<file path="config.mk">
export PLATFORM = sky130hd
export DESIGN_NAME = adc_device_flat
export DESIGN_NICKNAME = d
export VERILOG_FILES = /design/src/rtl/adc_pkg.sv /design/src/rtl/adc_port_if.sv /design/src/rtl/adc_prescaler.sv /design/src/rtl/adc_device.sv /design/src/flat_wrapper.sv
export VERILOG_INCLUDE_DIRS = /design/src /design/src/rtl
export SDC_FILE = /design/constraint.sdc
export NUM_CORES = 1
export LEC_CHECK = 0
export ABC_AREA = 0
export BUFFER_PORTS_ARGS = -buffer_cell sky130_fd_sc_hd__buf_2
export CAP_MARGIN = 20
export CORE_MARGIN = 4
export CORE_UTILIZATION = 60
export DETAILED_ROUTE_END_ITERATION = 10
export GPL_TIMING_DRIVEN = 0
export HOLD_SLACK_MARGIN = 0.15
export PLACE_DENSITY = 0.86
export SLEW_MARGIN = 30
export SYNTH_ARGS = -nofsm -noshare
export SYNTH_HDL_FRONTEND = slang
export SYNTH_SLANG_ARGS = --single-unit
</file>
<file path="constraint.sdc">
create_clock -name clk_i -period 3.6 [get_ports clk_i]
set_input_delay 0.54 -clock clk_i [delete_from_list [all_inputs] [get_ports clk_i]]
set_output_delay 0.54 -clock clk_i [all_outputs]
set_load 0.01 [all_outputs]
</file>
<file path="src/rtl/adc_defs.svh">
// offsets, field positions, reset values and timing counts of the adc block
// assumes inclusion by bare name from the prescaler, device, cpu end and bench files
`ifndef ADC_DEFS_SVH
`define ADC_DEFS_SVH

// module register indices
`define REG_CTRL 4'h0
`define REG_CFG_FIRST_BASE 4'h1
`define REG_CFG_SECOND_BASE 4'h2
`define REG_RESULT_BASE 4'h7
`define REG_COUNT 10

// control word fields
`define CTRL_CONV_LSB 0
`define CTRL_POWER_BIT 3
`define CTRL_SE_LSB 4
`define CTRL_RESET 16'h0000

// first configuration register fields
`define CFG1_RES_LSB 0
`define CFG1_GAIN_LSB 3
`define CFG1_REF_LSB 7
`define CFG1_DIV_LSB 9
`define CFG1_RESET 16'h0000

// second configuration register fields
`define CFG2_BIAS_LSB 0
`define CFG2_CO_LSB 8
`define CFG2_RESET 16'h0000
`define RESULT_RESET 16'h0000

// gain handling
`define GAIN_CODE_094 4'h0
`define SE_FIX094_LO 4'h9
`define SE_FIX094_HI 4'hb
`define SE_FIX070_LO 4'hc
`define SE_FIX070_HI 4'hf

// conversion timing
`define RES_MIN_BITS 9
`define RES_MAX_BITS 16
`define CONV_TICKS_BASE 16
`define PRESCALE_MIN 4
`define PRESCALE_MAX 512

// reset hold time
`define CLK_PERIOD_PS 4000
`define RESET_HOLD_US 250
`define RESET_HOLD_CYCLES \
    ((`RESET_HOLD_US * 1000000 + `CLK_PERIOD_PS - 1) / `CLK_PERIOD_PS)

// cpu side port selects and commands
`define PORT_D 2'h0
`define PORT_E 2'h1
`define PORT_F 2'h2
`define CMD_WRITE 16'h0001
`define CMD_READ 16'h0002

`endif

</file>
<file path="src/rtl/adc_pkg.sv">
// types shared by both ends of the adc module port
// assumes nothing of its surroundings
package adc_pkg;

    typedef enum logic [1:0] {
        REF_VDD = 2'h0,
        REF_PIN = 2'h1,
        REF_BG_X4 = 2'h2,
        REF_BG = 2'h3
    } ref_sel_t;

    typedef enum logic [1:0] {
        GAIN_PROG = 2'h0,
        GAIN_FIX_094 = 2'h1,
        GAIN_FIX_070 = 2'h2
    } gain_mode_t;

    typedef enum logic [1:0] {
        CH_ONE = 2'h0,
        CH_TWO = 2'h1,
        CH_TEMP = 2'h2,
        CH_NONE = 2'h3
    } chan_t;

    typedef enum logic [2:0] {
        ST_IDLE = 3'b001,
        ST_CONV = 3'b010,
        ST_LATCH = 3'b100
    } conv_state_t;

endpackage

</file>
<file path="src/rtl/adc_port_if.sv">
// module access carrier between the cpu end and the adc device end
// assumes both ends run on the same clock
`timescale 1ns/1ps
interface adc_port_if;
    logic [3:0] mod_addr;
    logic [15:0] mod_wdata;
    logic mod_wr;
    logic mod_rd;
    logic [15:0] mod_rdata;
    logic cpu_enable;

    modport device (
        input mod_addr,
        input mod_wdata,
        input mod_wr,
        input mod_rd,
        output mod_rdata,
        output cpu_enable
    );

    modport cpu (
        output mod_addr,
        output mod_wdata,
        output mod_wr,
        output mod_rd,
        input mod_rdata,
        input cpu_enable
    );
endinterface

</file>
<file path="src/rtl/adc_prescaler.sv">
// converter clock prescaler: one tick every 4 << code system clocks
// assumes code is stable while run is high
`timescale 1ns/1ps
`include "adc_defs.svh"
module adc_prescaler #(
    parameter int DIV_W = 9
) (
    // clock and reset
    input wire logic clk_i,
    input wire logic resetn_i,
    // control
    input wire logic run_i,
    input wire logic [2:0] code_i,
    // tick out
    output logic tick_o
);
    if ((`PRESCALE_MIN << 7) > (1 << DIV_W)) begin : g_bad_div
        $error("prescaler counter too narrow");
    end

    logic [DIV_W-1:0] cnt_r;
    logic [DIV_W-1:0] last;

    // divisor 4 .. 512
    assign last = DIV_W'((`PRESCALE_MIN << code_i) - 1);
    assign tick_o = run_i && (cnt_r == last);

    always_ff @(posedge clk_i or negedge resetn_i) begin
        if (!resetn_i) begin
            cnt_r <= '0;
        end else if (!run_i || cnt_r == last) begin
            cnt_r <= '0;
        end else begin
            cnt_r <= cnt_r + 1'b1;
        end
    end
endmodule

</file>
<file path="src/rtl/adc_device.sv">
// adc conversion control: register file, conversion sequencer, cpu halt
// assumes an analog front end on the same clock presenting result_i
`timescale 1ns/1ps
`include "adc_defs.svh"
// Function
// - one convert bit written starts conversion
// - cpu halted for whole conversion
// - completion clears all convert bits
// - result latched into converted channel register
// - cpu re-enabled after store and clear
// - ten registers: control, configs, results
// - resolution 9..16 bits, 16-bit two's-complement
// - temperature always uses bandgap reference
// - others select supply, pin, bandgap x4
// - offset converter shares active reference
// - control word picks channel and input
// - single-ended via channel one/two select
// - mux: external pairs plus internal nodes
// - some single-ended inputs force fixed gain
// - gain code in first config register
// - temperature channel fixed gain 0.94
// - software sets gain before starting
// - hold cpu in reset 250us
// - power bit off after reset
// - cpu reaches registers via module ports
// - prescaler divisor 4 to 512
module adc_device
    import adc_pkg::*;
#(
    parameter int RESET_HOLD = `RESET_HOLD_CYCLES,
    parameter int TICK_W = 12
) (
    // clock and reset
    input wire logic clk_i,
    input wire logic resetn_i,
    // module port side
    adc_port_if.device bus,
    // analog front end
    input wire logic [15:0] result_i,
    output logic power_on_o,
    output logic converting_o,
    output logic conv_tick_o,
    output chan_t chan_o,
    output logic [3:0] mux_sel_o,
    output ref_sel_t ref_sel_o,
    output ref_sel_t co_ref_sel_o,
    output gain_mode_t gain_mode_o,
    output logic [3:0] gain_code_o,
    output logic [2:0] resolution_o,
    output logic [2:0] bias_o,
    output logic [7:0] coarse_offset_o,
    output logic cpu_reset_o
);
    if (RESET_HOLD < 1 || RESET_HOLD > (1 << 18)) begin : g_bad_hold
        $error("reset hold out of counter range");
    end
    if ((`CONV_TICKS_BASE << 7) > (1 << TICK_W)) begin : g_bad_tick
        $error("tick counter too narrow");
    end

    logic [15:0] ctrl_r;
    logic [15:0] cfg_first_r [3];
    logic [15:0] cfg_second_r [3];
    logic [15:0] result_r [3];
    logic [15:0] rdata_r;
    conv_state_t state_r;
    chan_t chan_r;
    logic [TICK_W-1:0] tick_cnt_r;
    logic [17:0] hold_cnt_r;
    logic hold_done_r;

    logic ctrl_wr;
    logic [2:0] conv_bits;
    logic start;
    chan_t start_chan;
    logic [15:0] cfg1;
    logic [15:0] cfg2;
    logic [3:0] se_sel;
    logic [2:0] res;
    logic [TICK_W-1:0] tick_last;
    logic tick;
    logic [15:0] res_mask;

    // module register writes through the port carrier
    assign ctrl_wr = bus.mod_wr && bus.mod_addr == `REG_CTRL;
    assign conv_bits = bus.mod_wdata[`CTRL_CONV_LSB +: 3];
    // a write with any convert bit starts when idle
    assign start = ctrl_wr && state_r == ST_IDLE && conv_bits != 3'h0;

    // fixed priority one, two, temperature
    always_comb begin
        if (conv_bits[0]) begin
            start_chan = CH_ONE;
        end else if (conv_bits[1]) begin
            start_chan = CH_TWO;
        end else if (conv_bits[2]) begin
            start_chan = CH_TEMP;
        end else begin
            start_chan = CH_NONE;
        end
    end

    // control word, power bit off at reset
    always_ff @(posedge clk_i or negedge resetn_i) begin
        if (!resetn_i) begin
            ctrl_r <= `CTRL_RESET;
        end else if (state_r == ST_LATCH) begin
            ctrl_r[`CTRL_CONV_LSB +: 3] <= 3'h0;
        end else if (ctrl_wr && state_r == ST_IDLE) begin
            ctrl_r <= bus.mod_wdata;
        end
    end

    // per channel configuration and result registers
    for (genvar n = 0; n < 3; n++) begin : g_chan
        always_ff @(posedge clk_i or negedge resetn_i) begin
            if (!resetn_i) begin
                cfg_first_r[n] <= `CFG1_RESET;
                cfg_second_r[n] <= `CFG2_RESET;
            end else if (bus.mod_wr && state_r == ST_IDLE) begin
                if (bus.mod_addr == 4'(`REG_CFG_FIRST_BASE + 2 * n))
                    cfg_first_r[n] <= bus.mod_wdata;
                if (bus.mod_addr == 4'(`REG_CFG_SECOND_BASE + 2 * n))
                    cfg_second_r[n] <= bus.mod_wdata;
            end
        end

        always_ff @(posedge clk_i or negedge resetn_i) begin
            if (!resetn_i) begin
                result_r[n] <= `RESULT_RESET;
            end else if (state_r == ST_LATCH && chan_r == chan_t'(n)) begin
                result_r[n] <= result_i & res_mask;
            end
        end
    end

    // read data one cycle after the read strobe
    always_ff @(posedge clk_i or negedge resetn_i) begin
        if (!resetn_i) begin
            rdata_r <= 16'h0000;
        end else if (bus.mod_rd) begin
            if (bus.mod_addr == `REG_CTRL)
                rdata_r <= ctrl_r;
            else if (bus.mod_addr < `REG_RESULT_BASE && bus.mod_addr[0])
                rdata_r <= cfg_first_r[bus.mod_addr[2:1]];
            else if (bus.mod_addr < `REG_RESULT_BASE)
                rdata_r <= cfg_second_r[2'(bus.mod_addr[2:1] - 2'h1)];
            else if (bus.mod_addr < 4'(`REG_COUNT))
                rdata_r <= result_r[2'(bus.mod_addr - `REG_RESULT_BASE)];
            else
                rdata_r <= 16'h0000;
        end
    end
    assign bus.mod_rdata = rdata_r;

    // active channel settings
    assign cfg1 = (chan_r == CH_NONE) ? 16'h0000 : cfg_first_r[chan_r];
    assign cfg2 = (chan_r == CH_NONE) ? 16'h0000 : cfg_second_r[chan_r];
    assign res = cfg1[`CFG1_RES_LSB +: 3];
    assign tick_last = TICK_W'((`CONV_TICKS_BASE << res) - 1);
    assign res_mask = 16'hffff << (3'h7 - res);

    // conversion sequencer
    always_ff @(posedge clk_i or negedge resetn_i) begin
        if (!resetn_i) begin
            state_r <= ST_IDLE;
            chan_r <= CH_NONE;
            tick_cnt_r <= '0;
        end else begin
            unique case (state_r)
                ST_IDLE: begin
                    tick_cnt_r <= '0;
                    if (start) begin
                        chan_r <= start_chan;
                        state_r <= ST_CONV;
                    end
                end
                ST_CONV: begin
                    if (tick && tick_cnt_r == tick_last) begin
                        state_r <= ST_LATCH;
                    end else if (tick) begin
                        tick_cnt_r <= tick_cnt_r + 1'b1;
                    end
                end
                ST_LATCH: begin
                    state_r <= ST_IDLE;
                end
            endcase
        end
    end

    adc_prescaler #(
        .DIV_W(9)
    ) u_prescaler (
        .clk_i(clk_i),
        .resetn_i(resetn_i),
        .run_i(state_r == ST_CONV),
        .code_i(cfg1[`CFG1_DIV_LSB +: 3]),
        .tick_o(tick)
    );

    // cpu reset hold after power-on
    always_ff @(posedge clk_i or negedge resetn_i) begin
        if (!resetn_i) begin
            hold_cnt_r <= '0;
            hold_done_r <= 1'b0;
        end else if (!hold_done_r) begin
            hold_cnt_r <= hold_cnt_r + 1'b1;
            hold_done_r <= hold_cnt_r == 18'(RESET_HOLD - 1);
        end
    end

    // cpu clock gated off while converting
    assign bus.cpu_enable = hold_done_r && state_r == ST_IDLE;
    assign cpu_reset_o = !hold_done_r;

    // analog steering outputs
    assign power_on_o = ctrl_r[`CTRL_POWER_BIT];
    assign converting_o = state_r != ST_IDLE;
    assign conv_tick_o = tick;
    assign chan_o = chan_r;
    assign se_sel = ctrl_r[`CTRL_SE_LSB +: 4];
    // single-ended only on channels one and two
    assign mux_sel_o = (chan_r == CH_TEMP) ? 4'h0 : se_sel;
    assign resolution_o = res;
    assign bias_o = cfg2[`CFG2_BIAS_LSB +: 3];
    assign coarse_offset_o = cfg2[`CFG2_CO_LSB +: 8];

    // reference selection
    always_comb begin
        if (chan_r == CH_TEMP) begin
            ref_sel_o = REF_BG;
        end else begin
            unique case (cfg1[`CFG1_REF_LSB +: 2])
                2'h0: ref_sel_o = REF_VDD;
                2'h1: ref_sel_o = REF_PIN;
                default: ref_sel_o = REF_BG_X4;
            endcase
        end
    end
    assign co_ref_sel_o = ref_sel_o;

    // gain selection
    always_comb begin
        gain_code_o = cfg1[`CFG1_GAIN_LSB +: 4];
        gain_mode_o = GAIN_PROG;
        if (chan_r == CH_TEMP) begin
            gain_mode_o = GAIN_FIX_094;
            gain_code_o = `GAIN_CODE_094;
        end else if (se_sel >= `SE_FIX070_LO && se_sel <= `SE_FIX070_HI) begin
            gain_mode_o = GAIN_FIX_070;
        end else if (se_sel >= `SE_FIX094_LO && se_sel <= `SE_FIX094_HI) begin
            gain_mode_o = GAIN_FIX_094;
            gain_code_o = `GAIN_CODE_094;
        end
    end
endmodule

</file>
<file path="src/flat_wrapper.sv">
// flat-port wrapper written by rule: the top's interface ports become plain ports
module adc_device_flat import adc_pkg::*;
#(
    parameter int RESET_HOLD = `RESET_HOLD_CYCLES,
    parameter int TICK_W = 12
)
  (clk_i, resetn_i, result_i, power_on_o, converting_o, conv_tick_o, chan_o, mux_sel_o, ref_sel_o, co_ref_sel_o, gain_mode_o, gain_code_o, resolution_o, bias_o, coarse_offset_o, cpu_reset_o, bus_mod_addr, bus_mod_wdata, bus_mod_wr, bus_mod_rd, bus_mod_rdata, bus_cpu_enable);
  adc_port_if bus_i ();
  input wire logic clk_i;
  input wire logic resetn_i;
  input wire logic [15:0] result_i;
  output logic power_on_o;
  output logic converting_o;
  output logic conv_tick_o;
  output chan_t chan_o;
  output logic [3:0] mux_sel_o;
  output ref_sel_t ref_sel_o;
  output ref_sel_t co_ref_sel_o;
  output gain_mode_t gain_mode_o;
  output logic [3:0] gain_code_o;
  output logic [2:0] resolution_o;
  output logic [2:0] bias_o;
  output logic [7:0] coarse_offset_o;
  output logic cpu_reset_o;
  input wire logic [$bits(bus_i.mod_addr)-1:0] bus_mod_addr;
  input wire logic [$bits(bus_i.mod_wdata)-1:0] bus_mod_wdata;
  input wire logic [$bits(bus_i.mod_wr)-1:0] bus_mod_wr;
  input wire logic [$bits(bus_i.mod_rd)-1:0] bus_mod_rd;
  output wire logic [$bits(bus_i.mod_rdata)-1:0] bus_mod_rdata;
  output wire logic [$bits(bus_i.cpu_enable)-1:0] bus_cpu_enable;
  assign bus_i.mod_addr = bus_mod_addr;
  assign bus_i.mod_wdata = bus_mod_wdata;
  assign bus_i.mod_wr = bus_mod_wr;
  assign bus_i.mod_rd = bus_mod_rd;
  assign bus_mod_rdata = bus_i.mod_rdata;
  assign bus_cpu_enable = bus_i.cpu_enable;
  adc_device #(.RESET_HOLD(RESET_HOLD), .TICK_W(TICK_W)) u_core (.clk_i(clk_i), .resetn_i(resetn_i), .bus(bus_i), .result_i(result_i), .power_on_o(power_on_o), .converting_o(converting_o), .conv_tick_o(conv_tick_o), .chan_o(chan_o), .mux_sel_o(mux_sel_o), .ref_sel_o(ref_sel_o), .co_ref_sel_o(co_ref_sel_o), .gain_mode_o(gain_mode_o), .gain_code_o(gain_code_o), .resolution_o(resolution_o), .bias_o(bias_o), .coarse_offset_o(coarse_offset_o), .cpu_reset_o(cpu_reset_o));
endmodule
</file>
---- Word level (Yosys, flattened, before mapping) ----
Index checks and enable logic that the tools add are counted.
word-level totals
  output and inout bits ................... 51
  bits in registers ....................... 221
operators by class
  equality and inequality tests ........... 21
  bitwise gates (word level) .............. 6
  reduce and logical (&&, ||, !) cells .... 32
  magnitude comparators ................... 10
  multiplexer cells ....................... 43
  add/subtract/negate cells ............... 8
  shift operators ......................... 3
operators with widths
  operator                                                               number
  16-bit 2-to-1 mux                                                      13
  16-bit binary-select mux with 2-bit select                             5
  12-bit 2-to-1 mux                                                      5
  12-bit case mux with 2 select lines                                    1
  18-bit by 1-bit adder with 18-bit output (second input constant)       1
  18-bit by 16-bit == test with 1-bit output (second input constant)     1
  2-bit AND reduction                                                    9
  16-bit bitwise AND                                                     1
  4-bit 2-to-1 mux                                                       4
  16-bit by 3-bit << shifter with 16-bit output (first input constant)   1
  1-bit logical AND                                                      13
  12-bit by 1-bit adder with 12-bit output (second input constant)       1
  12-bit == test                                                         1
  4-bit by 3-bit == test with 1-bit output (second input constant)       3
  3-bit greater-or-equal comparator (second input constant)              4
  3-bit 2-to-1 mux                                                       4
  2-bit inverter with 3-bit output                                       4
  5-bit by 3-bit << shifter with 12-bit output (first input constant)    1
  12-bit by 2-bit subtractor with 12-bit output (second input constant)  1
  2-bit 2-to-1 mux                                                       5
  9-bit by 1-bit adder with 9-bit output (second input constant)         1
  9-bit == test                                                          1
  9-bit 2-to-1 mux                                                       1
  3-bit case mux with 3 select lines                                     1
  29 further kinds                                                       41

---- Depth between registers and ports, before layout ----
  depth after elaboration ................. 12
  depth in mapped cells ................... 16

---- Modules after synthesis ----
From an unflattened synthesis, not the netlist that was laid out.
second synthesis, totals
  cells, all modules ...................... 1047
  area, all modules ....................... 11090.6 µm²
modules (own cells, without submodules)
  module         cells an instance  area an instance (µm²)  instances  sequential area each (µm²)
  adc_device     982                10472.5                 1          5308.8
  adc_prescaler  65                 618.1                   1          225.2

---- Worst setup path after synthesis ----
No wires, ideal clock.
  path kind ............................... flip-flop to output port
  start ................................... register u_core.chan_r[1] (netlist: u_core.chan_o[1])
  end ..................................... output port conv_tick_o
  arrival ................................. 2.870 ns
  path slack .............................. 0.190 ns
  required time ........................... 3.060 ns
  buffers on the path ..................... 3
  stages on the path, launching flop included .. 14
  cell sequence ........................... dfstp_2 > buf_6 > buf_6 > mux2i_1 > o2bb2ai_2 > or3_1 > ha_1 > xor2_1 > nand3_1 > nor3_1 > o2111ai_1 > a211o_1 > inv_2 > buf_4
between the ends
  word-level cells in the longest chain between the ends .. 9
  elaborated cells on any way between the ends .. 10
  those cells by class .................... add/sub: 1; eq/ne: 2; shift: 1; mux: 4; bitwise: 1; reduce/logical: 1
RTL lines
  element                                                  line                 RTL
  start: declaration                                       adc_device.sv:67     chan_t chan_r;
  start signal: assignment                                 adc_device.sv:174    chan_r <= start_chan;
  2-bit inverter with 3-bit output (not written as such)   adc_device.sv:157    assign cfg1 = (chan_r == CH_NONE) ? 16'h0000 : cfg_first_r[chan_r];
  16-bit binary-select mux with 2-bit select               adc_device.sv:157
  12-bit 2-to-1 mux (not written as such) (2 in a row)     adc_device.sv:157
  12-bit 2-to-1 mux *                                      adc_device.sv:157
  3-bit by 3-bit << shifter with 9-bit output (no line) *  --
  9-bit by 2-bit subtractor with 9-bit output *            adc_prescaler.sv:25  assign last = DIV_W'((`PRESCALE_MIN << code_i) - 1);
  9-bit == test *                                          adc_prescaler.sv:26  assign tick_o = run_i && (cnt_r == last);
  1-bit logical AND *                                      adc_prescaler.sv:26
  end: declaration                                         flat_wrapper.sv:14   output logic conv_tick_o;
Every way passes the cells marked *; elsewhere a longest branch is shown, timed or not. The select of a mux whose other input is x is not followed.

---- Worst setup path in the final report ----
Same ends and word-level chain as after synthesis.

==> flow_summary.json <==
{
  "diodes": 0,
  "power_w": 0.00548,
  "cts_buffers": 24,
  "worstPathArrival_ns": 3.40,
  "crit_top_cell": "buf_6",
  "ctsRootBufferMaster": "clkbuf_16",
  "ys_ff_latch": 221,
  "crit_type": "reg -> out",
  "setup.worst_path.end_class": "output port",
  "setup_viol": 1,
  "vias_per_cell": 6.38,
  "grt_max_degree": 88,
  "worst_ir_drop_vdd_uv": 456,
  "fmax_mhz": 254,
  "synth_edf_count": 0,
  "p_sw_share_pct": 23.4,
  "worstSkewPairLatency_ns": 0.53,
  "synth_top_cell_by_area": "dfrtp_1",
  "track_usage_pct": 29.5,
  "vias": 8994,
  "path_clk_slew_ns": 0.07,
  "cp_max_fo": 5,
  "fp.dieW_microns": 143,
  "final_cell_mix": "218 x dfrtp_1, 147 x nand2_1, 138 x mux2_2, 89 x buf_2, 69 x nor2_1",
  "cts_tree": "done",
  "coreArea_sq_um": 18000,
  "htreeDepth": 1,
  "synth_fa_ha_area_share_pct": 0.913,
  "gp_congestion": 0.902,
  "wire_per_inst_microns": 21.4,
  "drive_gt1_share_pct": 26.9,
  "drc": 0,
  "fin_nets": 1211,
  "synthMuxAreaShare_pct": 19.7,
  "crit_path_start_kind": "register",
  "synth-simple-area-share_pct": 12.8,
  "rsz0062_at_grt": "yes",
  "overflow": 0,
  "setup_slack_ns": -0.343,
  "worstMarginPinSlew_ns": 0.973,
  "pwr-share-comb_pct": 6.2,
  "multi_input_area_sq_um": 5210,
  "max_cap_viol_count": 0,
  "syn_inst": 1034,
  "violations": "setup timing",
  "dp_slack_ns": -0.751,
  "status": "finished, violations left",
  "seqCellArea_sq_um": 5530,
  "synth-compound-area-share_pct": 10.6,
  "maxSlewViolCount": 0,
  "io_buffers": 89,
  "n_fill_cell": 1181,
  "fin_crit_sh_pct": 110,
  "synth.top_cell.area_share_pct": 49.8,
  "final_common_cell": "dfrtp_1",
  "hold_path.class": "in -> reg",
  "cts_sinks": 221,
  "postRouteWirelength_mm": 30.1,
  "finalHoldViolCount": 0,
  "initial_core_util_pct": 61.0,
  "ys_warn_count": 0,
  "syn_nets": 1082,
  "synth.area.top_cells": "dfrtp_1 50%, mux2_2 14%, mux2i_1 5.5%",
  "synth-seq-area-share_pct": 50.5,
  "drt.antenna.violating_nets": 0,
  "max_stage_delay_ns": 0.55,
  "syn_avg_cell_area_sq_um": 10.6,
  "synth_xor_xnor_area_share_pct": 2.40,
  "critical_path.cell_chain": "buf_8 > buf_12 > mux2i_4 > o2bb2ai_4 > or3_4 > ha_4 > xor2_2 > buf_4 > a21oi_4 > o2111ai_2 > a211o_1 > inv_2 > buf_6 > buf_6",
  "fp.dieArea_sq_um": 20500,
  "area_growth_pct": 17.3,
  "max-slew-margin-rel_pct": 35.1,
  "total_leakage_power_nw": 6.11,
  "p_per_area_nw_per_um2": 426,
  "drtIter0Drc": 906,
  "cts_buffer_depth": 3,
  "dp_hpwl_mm": 20.1,
  "ios": 91,
  "synthArstFlopShare_pct": 100,
  "antenna_found_initial": 0,
  "dieHeight_microns": 143,
  "grt_pass1_vias": 9111,
  "period_needed_ns": 3.94,
  "ys.flop_type": "dfrtp_1",
  "ys_types": 55,
  "pwr-share-seq_pct": 46.4,
  "slowest_stage": "dfstp_2",
  "grt_pass1_wl_mm": 47.9,
  "p_sw_w": 0.00128,
  "rows": 49,
  "dr.pass1.iters": 7,
  "synthesis.area_sq_um": 11000,
  "cp.required_ns": 3.06,
  "p_clk_share_pct": 47.4,
  "skew_ns": 0.0266,
  "synth_top_family_by_area": "multiplexers",
  "fin_util_pct": 71.6,
  "p_int_w": 0.00420
}
## critical path, delay by kind of cell, from the launching register on
family	cells	cell delay, ns
AO/OA/AOI/OAI	4	0.66
adder cells (fa/ha/maj)	1	0.17
flip-flops	1	0.55
buffers and inverters	6	0.70
XOR/XNOR	1	0.15
multiplexers	1	0.25
AND/OR/NAND/NOR	1	0.38
## worst paths after layout
kind,slack (ns),end,cells after the start,startpoint
min in group asynchronous,0.52,u_core.cfg_second_r[29],2,resetn_i
min reg2reg,0.48,u_core.ctrl_r[14],2,u_core.ctrl_r[14]
max,-0.34,conv_tick_o,14,u_core.chan_o[1]
min,0.28,u_core.result_r[25],2,result_i[9]
max reg2reg,0.08,u_core.tick_cnt_r[0],17,u_core.chan_o[1]
max in group asynchronous,1.89,u_core.state_r[0],4,resetn_i
## through the flow
step                      cell area (sq um)  TNS, ns  cells  hold slack, ns
after detailed placement              11800    -9.06   1354           0.462
after global routing                  12900   -0.507   1409           0.299
after global placement                11700  -375.03   1352           0.455
after CTS                             12800   -0.355   1409           0.279
after floorplan                       11000        0   1034           0.244
final                                 12900   -0.343   1409           0.280
## metal layers
layer	track usage (%)	part of all wire [%]
met1	40.4	41
met2	46.6	47
met3	4.69	7.2
met4	13.4	4.8
met5	0	0
## final cells by class
cell class,count,area share (%)
plain buffers,60,2.11
clock buffers,35,5.46
clock inverters,8,1.00
multi-input cells,730,40.5
well taps,229,2.23
flip-flops and latches,221,43.0
inverters,19,0.555
repair buffers,107,5.07
## what timing repair did
item,CTS,global route
hold endpoints to repair,49,0
gates resized for setup,22,4
hold buffers,1,0
pin swaps,8,2
setup endpoints to repair,16,16
setup buffers,13,2
## synthesized netlist by cell type (2+ instances only)
master,n
a21oi_1,22
a221oi_1,16
a2bb2oi_1,3
a31o_2,5
a31oi_1,17
and2_1,11
and3_1,16
buf_1,3
buf_2,2
buf_4,4
buf_6,2
clkbuf_1,53
dfrtp_1,218
dfstp_2,3
ha_1,8
inv_1,17
mux2_2,138
mux2i_1,60
nand2_1,147
nand2b_1,6
nand3_1,18
nand4_1,14
nor2_1,70
nor2b_1,4
nor3_1,8
nor4_1,3
nor4b_1,3
o2111ai_1,2
o211ai_1,19
o21ai_0,65
o22ai_1,17
o2bb2ai_2,2
o31ai_1,4
or2_2,2
or3_1,2
or4_1,3
xnor2_1,18
xor2_1,12
## power by group through the flow
| stage | Combinational [W] | Clock [W] | Sequential (W) |
|---|---|---|---|
| after floorplan | 0.000144 | 0 | 0.00259 |
| after global placement | 0.000312 | 0 | 0.00258 |
| after detailed placement | 0.000328 | 0 | 0.00259 |
| after CTS | 0.000334 | 0.00259 | 0.00254 |
| after global routing | 0.000366 | 0.00270 | 0.00254 |
| final | 0.000338 | 0.00260 | 0.00254 |
## logic make-up (layout without fill, tap and decap cells)
group,Yosys count,count (layout)
AOI/OAI and AO/OA,181,181
xor gates and xnor gates,30,30
adders and majority gates,8,8
buffers and inverters,83,229
DFF,221,221
muxes,198,198
and+or+nand+nor,313,313
## registers in the layout (all words and copies together) (netlist names)
name / count
u_core.cfg_first_r: 48
u_core.cfg_second_r: 48
u_core.result_r: 48
u_core.hold_cnt_r: 18
u_core.bus.mod_rdata: 16
u_core.ctrl_r: 16
u_core.tick_cnt_r: 12
u_core.u_prescaler.cnt_r: 9
u_core.state_r: 3
u_core.chan_o: 2
u_core.hold_done_r: 1
No activity file was read; power rests on OpenSTA's default activity.
